<file path="config.mk">
export PLATFORM = sky130hd
export DESIGN_NAME = dual_wiper_serial_loader
export DESIGN_NICKNAME = d
export VERILOG_FILES = /design/src/dual_wiper_serial_loader.v
export VERILOG_INCLUDE_DIRS = /design/src
export SDC_FILE = /design/constraint.sdc
export NUM_CORES = 1
export LEC_CHECK = 0
export BUFFER_PORTS_ARGS = -buffer_cell sky130_fd_sc_hd__buf_4
export CORE_ASPECT_RATIO = 2
export CORE_MARGIN = 4
export CORE_UTILIZATION = 36
export DETAILED_ROUTE_END_ITERATION = 10
export PLACE_DENSITY = 0.55
export SLEW_MARGIN = 20
export SYNTH_ARGS = -nofsm -noshare
export SYNTH_HDL_FRONTEND = slang
export SYNTH_SLANG_ARGS = --single-unit
export TNS_END_PERCENT = 1
</file>
<file path="constraint.sdc">
create_clock -name core_clk_i -period 1.9 [get_ports core_clk_i]
set_input_delay 0.095 -clock core_clk_i [delete_from_list [all_inputs] [get_ports core_clk_i]]
set_output_delay 0.095 -clock core_clk_i [all_outputs]
set_load 0.1 [all_outputs]
</file>
<file path="src/dual_wiper_map.vh">
`ifndef DUAL_WIPER_MAP_VH
`define DUAL_WIPER_MAP_VH

// frame layout: two selector bits then eight tap bits, msb first
`define FRAME_BITS 10
`define TAP_BITS 8
`define SEL_MSB 9
`define SEL_LSB 8
`define TAP_MSB 7
`define TAP_LSB 0

// selector encodings
`define SEL_FIRST 2'b00
`define SEL_SECOND 2'b01
`define SEL_BOTH 2'b11

// midscale after power-on
`define WIPER_RESET 8'h80

// bit counter saturates here, so long frames still keep the last ten bits
`define CNT_BITS 4
`define CNT_FULL 4'hA

`endif

</file>
<file path="src/dual_wiper_serial_loader.v">
`timescale 1ns/1ns
`include "dual_wiper_map.vh"

// Behaviour
// RULE1: receive-only port of chip select, data in, serial clock; no data output.
// RULE2: while select low, shift data in on every serial clock rising edge.
// RULE3: on select rising, last ten shifted bits go to addressed register.
// RULE4: loaded tap value drives wiper output immediately, no further command.
// RULE5: master keeps select low whole frame; early rise ends the transfer.
// RULE6: frame is selector first (00 A, 01 B, 11 both), then tap msb first.
// RULE7: addressed wiper moves at the rising edge of chip select.
// RULE8: tap code 00h nearest low terminal, FFh nearest high, linear between.
// RULE9: after reset both wiper registers hold midscale 80h.
// RULE10: 256 taps per string; register value maps one-to-one onto a tap.
// RULE11: separate register per wiper; writing one leaves the other unchanged.
// RULE12: chip select is active low; frame in progress only while low.
// RULE13: selector code 10 leaves both wiper registers unchanged.
// RULE14: fewer than ten clock edges in a frame leaves both wipers unchanged.
module dual_wiper_serial_loader (
    input wire core_clk_i, // system clock, 25 MHz
    input wire srst_i, // synchronous reset, active high
    input wire cs_n_i, // chip select pin, active low
    input wire din_i, // serial data pin
    input wire sclk_i, // serial clock pin
    output wire [7:0] wiper_tap_first_o, // tap of first string, 0 = low end
    output wire [7:0] wiper_tap_second_o // tap of second string, 0 = low end
);

    // pin synchronisers; first stage is read only by the second
    reg [1:0] cs_sync;
    reg [1:0] din_sync;
    reg [1:0] sclk_sync;

    // previous second-stage levels, one per edge detector
    reg cs_prev;
    reg sclk_prev;

    // shift register keeps the ten newest bits; older ones fall off
    reg [`FRAME_BITS-1:0] shift_reg;
    reg [`FRAME_BITS-1:0] next_shift_reg;

    // edges seen in this frame; saturates so a long frame cannot wrap
    reg [`CNT_BITS-1:0] bit_cnt;
    reg [`CNT_BITS-1:0] next_bit_cnt;

    // frame phases, one-hot: select high, under ten edges, ten or more
    localparam [2:0] PH_IDLE = 3'h1;
    localparam [2:0] PH_SHORT = 3'h2;
    localparam [2:0] PH_FULL = 3'h4;
    reg [2:0] frame_phase;
    reg [2:0] next_frame_phase;

    // wiper tap registers, one per resistor string
    reg [`TAP_BITS-1:0] wiper_tap_first;
    reg [`TAP_BITS-1:0] wiper_tap_second;

    // values the tap registers take at the next clock edge
    reg [`TAP_BITS-1:0] next_wiper_tap_first;
    reg [`TAP_BITS-1:0] next_wiper_tap_second;

    // rising edge of a synchronised level against its previous sample
    function rise_of(input now_level, input last_level);
        rise_of = now_level & ~last_level;
    endfunction

    // tap code field of a received frame
    function [`TAP_BITS-1:0] tap_field(input [`FRAME_BITS-1:0] frame);
        tap_field = frame[`TAP_MSB:`TAP_LSB];
    endfunction

    // selector reaches the first string: its own code or write-both
    function hits_first(input [1:0] sel);
        hits_first = (sel == `SEL_FIRST) || (sel == `SEL_BOTH);
    endfunction

    // selector reaches the second string; code 10 reaches neither
    function hits_second(input [1:0] sel);
        hits_second = (sel == `SEL_SECOND) || (sel == `SEL_BOTH); // RULE13
    endfunction

    // frame status; sclk needs one core clock sample low, then one high, to be seen
    wire cs_low = ~cs_sync[1]; // RULE12
    wire sclk_rise = rise_of(sclk_sync[1], sclk_prev);
    wire cs_rise = rise_of(cs_sync[1], cs_prev);
    wire [1:0] pot_select_bits = shift_reg[`SEL_MSB:`SEL_LSB];

    // counter end points: saturated count, and the edge that reaches it
    wire count_done = (bit_cnt == `CNT_FULL);
    wire tenth_edge = sclk_rise && (bit_cnt == (`CNT_FULL - 4'h1));
    wire frame_full = (frame_phase == PH_FULL);

    // a frame loads only when select rises after at least ten edges
    wire load_strobe = cs_rise & frame_full; // RULE3 RULE5 RULE7 RULE14
    wire load_first = load_strobe & hits_first(pot_select_bits); // RULE6 RULE11
    wire load_second = load_strobe & hits_second(pot_select_bits); // RULE6 RULE11

    // chip select synchroniser; resets high so reset shows no frame
    always @(posedge core_clk_i) begin
        if (srst_i) begin
            cs_sync <= 2'b11;
        end else begin
            cs_sync <= {cs_sync[0], cs_n_i}; // RULE1
        end
    end

    // data synchroniser; same depth as the clock path, so setup carries over
    always @(posedge core_clk_i) begin
        if (srst_i) begin
            din_sync <= 2'b00;
        end else begin
            din_sync <= {din_sync[0], din_i};
        end
    end

    // serial clock synchroniser; resets low, the parked clock level
    always @(posedge core_clk_i) begin
        if (srst_i) begin
            sclk_sync <= 2'b00;
        end else begin
            sclk_sync <= {sclk_sync[0], sclk_i};
        end
    end

    // edge history; seeded at idle levels so no false edge after reset
    always @(posedge core_clk_i) begin
        if (srst_i) begin
            cs_prev <= 1'b1;
            sclk_prev <= 1'b0;
        end else begin
            cs_prev <= cs_sync[1];
            sclk_prev <= sclk_sync[1];
        end
    end

    // next shift register and edge count
    always @* begin
        next_shift_reg = shift_reg;
        next_bit_cnt = bit_cnt;
        if (!cs_low) begin
            next_bit_cnt = {`CNT_BITS{1'b0}}; // fresh count for next frame
        end else if (sclk_rise) begin
            next_shift_reg = {shift_reg[`FRAME_BITS-2:0], din_sync[1]}; // RULE2 RULE6
            if (!count_done) begin
                next_bit_cnt = bit_cnt + {{(`CNT_BITS-1){1'b0}}, 1'b1};
            end
        end
    end

    // shift and count registers; shift contents survive select high
    always @(posedge core_clk_i) begin
        if (srst_i) begin
            shift_reg <= {`FRAME_BITS{1'b0}};
            bit_cnt <= {`CNT_BITS{1'b0}};
        end else begin
            shift_reg <= next_shift_reg;
            bit_cnt <= next_bit_cnt;
        end
    end

    // next frame phase; a select rise always returns to idle
    always @* begin
        next_frame_phase = frame_phase;
        case (frame_phase)
            PH_IDLE: begin
                if (cs_low && tenth_edge) begin
                    next_frame_phase = PH_FULL;
                end else if (cs_low) begin
                    next_frame_phase = PH_SHORT;
                end
            end
            PH_SHORT: begin
                if (!cs_low) begin
                    next_frame_phase = PH_IDLE;
                end else if (tenth_edge) begin
                    next_frame_phase = PH_FULL;
                end
            end
            PH_FULL: begin
                if (!cs_low) begin
                    next_frame_phase = PH_IDLE;
                end
            end
            default: begin
                next_frame_phase = PH_IDLE;
            end
        endcase
    end

    // phase register
    always @(posedge core_clk_i) begin
        if (srst_i) begin
            frame_phase <= PH_IDLE;
        end else begin
            frame_phase <= next_frame_phase;
        end
    end

    // next tap values; an unaddressed wiper keeps its code
    always @* begin
        next_wiper_tap_first = wiper_tap_first; // RULE11
        next_wiper_tap_second = wiper_tap_second; // RULE11
        if (load_first) begin
            next_wiper_tap_first = tap_field(shift_reg);
        end
        if (load_second) begin
            next_wiper_tap_second = tap_field(shift_reg);
        end
    end

    // tap registers; a new code is live one cycle after the strobe
    always @(posedge core_clk_i) begin
        if (srst_i) begin
            wiper_tap_first <= `WIPER_RESET; // RULE9
            wiper_tap_second <= `WIPER_RESET; // RULE9
        end else begin
            wiper_tap_first <= next_wiper_tap_first; // RULE7
            wiper_tap_second <= next_wiper_tap_second; // RULE7
        end
    end

    // registers drive the tap selectors directly, code equals tap index
    assign wiper_tap_first_o = wiper_tap_first; // RULE4 RULE8 RULE10
    assign wiper_tap_second_o = wiper_tap_second; // RULE4 RULE8 RULE10

endmodule // dual_wiper_serial_loader

</file>
# After elaboration in Yosys (flattened, before gate mapping)
# Cells that the tools add are included.
# W data, S select, Z words.
classes:
  add_sub_neg: 1
  eq_ne: 10
  mux: 6
  bitwise: 9
  n_reduce_logical: 9
op_table:
  columns: ["op", "count"]
  rows:
  - ["$mux W3", 5]
  - ["$pmux W3 S3", 1]
  - ["$eq A4 B4 Y1 const B", 2]
  - ["$ne A3 B3 Y1 const B", 2]
  - ["$and A1 B1 Y1", 5]
  - ["$add A4 B1 Y4 const B", 1]
  - ["$not A1 Y1", 4]
  - ["$reduce_and A2 Y1", 2]
  - ["$eq A3 B1 Y1 const B", 1]
  - ["$eq A3 B2 Y1 const B", 1]
  - ["$eq A3 B3 Y1 const B", 1]
  - ["$reduce_and A3 Y1", 1]
  - ["$eq A2 B1 Y1 const B", 1]
  - ["$eq A2 B2 Y1 const B", 1]
  - ["$logic_and A1 B1 Y1", 2]
  - ["$logic_not A2 Y1", 1]
  - ["$logic_or A1 B1 Y1", 2]
  - ["$ne A2 B2 Y1 const B", 1]
  - ["$reduce_or A2 Y1", 1]
totals:
  regBits: 41
  input_bits: 5
  output_inout_bits: 16
  wordCells: 45

# Longest topological paths before layout
depth:
  ltp_word: 6
  mapped_depth: 5
  depth_no_buf: 5

# Worst setup path before layout
# Ideal clock, no wire load.
synth_path:
  path_kind: "register to register"
  startpoint: "register wiper_tap_second_o[7] (netlist name)"
  endpoint: "register wiper_tap_second[7], in the netlist wiper_tap_second_o[7]"
  setup_ns: 0.073
  arrival_ns: 1.166
  required_ns: 1.827
  setup_slack_ns: 0.661
  path_stages_with_launch: 3
  path_buffers: 0
  synth_period_minus_slack_ns: 1.239
  cell_sequence: "dfxtp_1 -> nor2_1 -> mux2i_1"
synth_lines:
  columns: ["element", "line_no", "text"]
  rows:
  - ["to (signal assigned)", "dual_wiper_serial_loader.v:214", "wiper_tap_second <= `WIPER_RESET;"]
  - ["to (signal assigned)", "dual_wiper_serial_loader.v:217", "wiper_tap_second <= next_wiper_tap_second;"]
  - ["to (decl)", "dual_wiper_serial_loader.v:55", "reg [`TAP_BITS-1:0] wiper_tap_second;"]

# Final worst setup path
layout_path:
  startpoint: "register frame_phase[2]"
  endpoint: "register wiper_tap_first[2], in the netlist wiper_tap_first_o[2]"
layout_between:
  elab_chain_cells: 3
layout_lines:
  columns: ["element", "line_no", "text"]
  rows:
  - ["from (decl)", "dual_wiper_serial_loader.v:50", "reg [2:0] frame_phase;"]
  - ["from (signal assigned)", "dual_wiper_serial_loader.v:194", "frame_phase <= next_frame_phase;"]
  - ["$eq A3 B3 Y1", "dual_wiper_serial_loader.v:90", "wire frame_full = (frame_phase == PH_FULL);"]
  - ["$and A1 B1 Y1", "dual_wiper_serial_loader.v:93", "wire load_strobe = cs_rise & frame_full;"]
  - ["$and A1 B1 Y1", "dual_wiper_serial_loader.v:94", "wire load_first = load_strobe & hits_first(pot_select_bits);"]
  - ["to (signal assigned)", "dual_wiper_serial_loader.v:213", "wiper_tap_first <= `WIPER_RESET;"]
  - ["to (signal assigned)", "dual_wiper_serial_loader.v:216", "wiper_tap_first <= next_wiper_tap_first;"]
  - ["to (decl)", "dual_wiper_serial_loader.v:54", "reg [`TAP_BITS-1:0] wiper_tap_first;"]
# No other way between the ends.
# A chain may end at the register's enable or synchronous reset.

==> metrics.md <==
| Metric | Value |
|---|---|
| CTS Buf Count | 5 |
| Avg Cell Area, Syn | just under 10 um2 |
| Max-cap violations | 0 |
| Global-route wire length before repair | 5300 um |
| Fraction of layout cells with a size suffix above 1 | 0.178 |
| FF+latch area | slightly above 800 um2 |
| Initial core utilization | 0.370 |
| GPL Wtd Cong | 0.669 |
| Via count | ~1200 |
| Syn Inst Count | 170 |
| Post-DRT Antenna Nets | 0 |
| Final setup violation count | 0 |
| Max incr delay on CP | approximately 540 ps |
| Post-synthesis cell type count | 30 |
| Tcrit/Tclk final | 0.830 |
| Drt total wl | about 3000 um |
| DRC violations left | 0 |
| Most frequent cells in the layout | 41 x dfxtp_1, 22 x nand2b_1, 21 x buf_4 |
| Leak pwr | ~0.00075 uW |
| Worst EP arrival | between 1500 and 2000 ps |
| Clk slew on worst S/H paths | 80 ps |
| I/O Buffers | 20 |
| Place WS | around 310 ps |
| Largest net degree at the start of global routing | between 40 and 50 |
| Slew headroom | 0.619 |
| Ant. Diodes | 0 |
| P&R area growth vs syn | 18.0% |
| Final Max Slew Viols | 0 |
| Nets | 200 |
| Logic pwr share | 0.028 |
| Avg WL per Cell | around 12 um |
| H-tree Lvls | 2 |
| Non-filler cells, final | 246 |
| VDD IR-drop max | between 0.0004 and 0.0005 V |
| Worst Clk Skew | around 7.7 ps |
| Syn_nets | 180 |
| Net Sw Power | just over 300 uW |
| Met2 Track Usage GR | 0.203 |
| Max clock buf depth | 2 |
| CTS root buffer | clkbuf_8 |
| Hold Slack | ~15 ps |
| Met1 Usage GRT | 0.114 |
| Crit Path Category | reg -> reg |
| Gr usage total | 0.112 |
| RSZ-0062 raised after global routing | false |
| Core ar. | roughly 4600 um2 |
| Critical path peak fanout | 8 |
| Max reg flops | 10 |
| Post-Syn Area | approximately 1700 um2 |
| Met3 usage | 0.0284 |
| Total clock sinks | around 40 |
| Cell Count Post-Placement | 237 |
| Gr ovfl total | 0 |
| Hold Path Class | in -> reg |
| Max Fclk | roughly 0.63 GHz |
| Die W | ~56 um |
| Initial DRC count | 15 |
| Sw frac | 0.191 |
| Vias per cell | 4.85 |
| GR peak layer | met2 |
| Worst-skew pair later-pin latency | 290 ps |
| Dpl hpwl | around 2200 um |
| FP Rows | 35 |
| Critical Path, Cell by Cell | nor3b_2 -> and4_1 -> mux2i_1 |
| Commonest non-fill, non-tap cell in the layout | dfxtp_1 |
| Critical Path Source Type | flop |
| Register area share after synthesis | 0.488 |
| Filler Cell Count | 475 |
| Post-DP Area | approximately 1900 um2 |
| PwrDens | around 820 nW/um2 |
| Fin. Hold Viols | 0 |
| Actual slew at the worst max-slew pin | between 500 and 600 ps |
| Slowest-stage cell, CP | and4_1 |
| First-pass DRT Iterations | 4 |
| Critical path endpoint category | flop |
| Internal Power | between 1000 and 1500 uW |
| Fin area | 1990 um2 |
| Die Area | 5900 um2 |
| Clock share of power | 0.435 |
| Required @ worst endpoint | between 2000 and 2500 ps |
| # IOs | 21 |
| Sequential power share | 0.537 |
| Die height | around 100 um |
| Multi-input gate area | slightly below 800 um2 |
| Initial antenna violation count | 0 |
| TritonCTS clock tree | done |
| Worst setup margin | between 300 and 400 ps |
| Status | completed |
| Crit path time final | roughly 1600 ps |
| Vias in the first global route | 1232 |
| Yosys Warn Count | 0 |
| Yosys reg bits | 41 |
| Final TNS setup | 0 ps |
## area by class of cell
type | instances | area share
Sequential cell | 41 | 0.413
Multi-Input combinational cell | 114 | 0.398
Timing Repair Buffer | 22 | 0.0844
Clock buffer | 7 | 0.0435
Tap cell | 55 | 0.0347
Clock inverter | 1 | 0.0151
Inverter | 6 | 0.0113
## Yosys cell counts (all sizes together)
library cell | count | share of area
mux2i | 16 | 0.095
and4 | 1 | 0.0052
nor2b | 6 | 0.022
nor2 | 4 | 0.0089
and3b | 1 | 0.0052
or3 | 2 | 0.0074
dfxtp | 41 | 0.49
inv | 6 | 0.013
nand3b | 1 | 0.0045
or2 | 3 | 0.011
nand3 | 3 | 0.0089
nand2b | 22 | 0.082
nand4b | 1 | 0.0052
nor3b | 4 | 0.024
o21ai | 12 | 0.036
a21o | 1 | 0.0045
ha | 5 | 0.037
clkbuf | 6 | 0.013
a311oi | 1 | 0.0052
buf | 3 | 0.016
o21bai | 1 | 0.0045
xnor2 | 2 | 0.010
nand2 | 10 | 0.022
o2111ai | 1 | 0.016
o211ai | 1 | 0.0045
a21oi | 16 | 0.050
## kinds of logic (layout without fill, tap and decap cells)
logic type,count (synthesis),in the layout,synth area share
XOR/XNOR,2,2,0.0104
AO/OA/AOI/OAI,33,33,0.120
adder cells (fa/ha/maj),5,5,0.0372
multiplexers,16,16,0.0952
buffers and inverters,15,36,0.0431
AND/OR/NAND/NOR,58,58,0.207
flip-flops,41,41,0.488
## repair_timing
action / 4_1_cts / 5_1_grt
setup endpoints to repair: 0 / 0
resized for setup: 0 / 0
hold buffers: 1 / 0
setup buffers: 0 / 0
endpoints found under the hold margin: 1 / 0
## final timing paths
| check | cells after the start | slack (ps) | endpoint | startpoint |
|---|---|---|---|---|
| worst max register to register | 3 | 320 | wiper_tap_first_o[2]$_SDFFE_PP0P_ | frame_phase[2]$_SDFFE_PP0P_ |
| worst min-delay path | 2 | 10 | din_sync[0]$_SDFF_PP0_ | din_i |
| worst max-delay path | 3 | 320 | wiper_tap_first_o[2]$_SDFFE_PP0P_ | frame_phase[2]$_SDFFE_PP0P_ |
| worst min register to register | 1 | 420 | cs_sync[1]$_SDFF_PP1_ | cs_sync[0]$_SDFF_PP1_ |
## power by group through the flow
| stage | clock network [uW] | logic, uW | registers [uW] |
|---|---|---|---|
| floorplan | 0 | 34.6 | 892 |
| global placement | 0 | 43.8 | 894 |
| detailed placement | 0 | 44.7 | 895 |
| CTS | 737 | 46.7 | 874 |
| global route | 764 | 51.2 | 875 |
| finish | 709 | 45.5 | 874 |
## through the flow
stage	util	power (uW)
6_report	0.436	1630
5_1_grt	0.436	1690
4_1_cts	0.436	1660
3_5_place_dp	0.408	939
3_3_place_gp	0.408	938
2_1_floorplan	-	926
## layer usage
layer,vias up,share of wire,wire (um)
li1,613,-,-
met1,555,0.40,1190
met2,18,0.54,1620
met3,6,0.037,109
met4,0,0.019,57
met5,-,0,0
## worst max-delay path: cells and delay by family (launching register included)
kind	cells	cell delay (ps)
mux	1	240
simple gates	2	830
flops	1	430
Power figures use the tool's default switching activity.
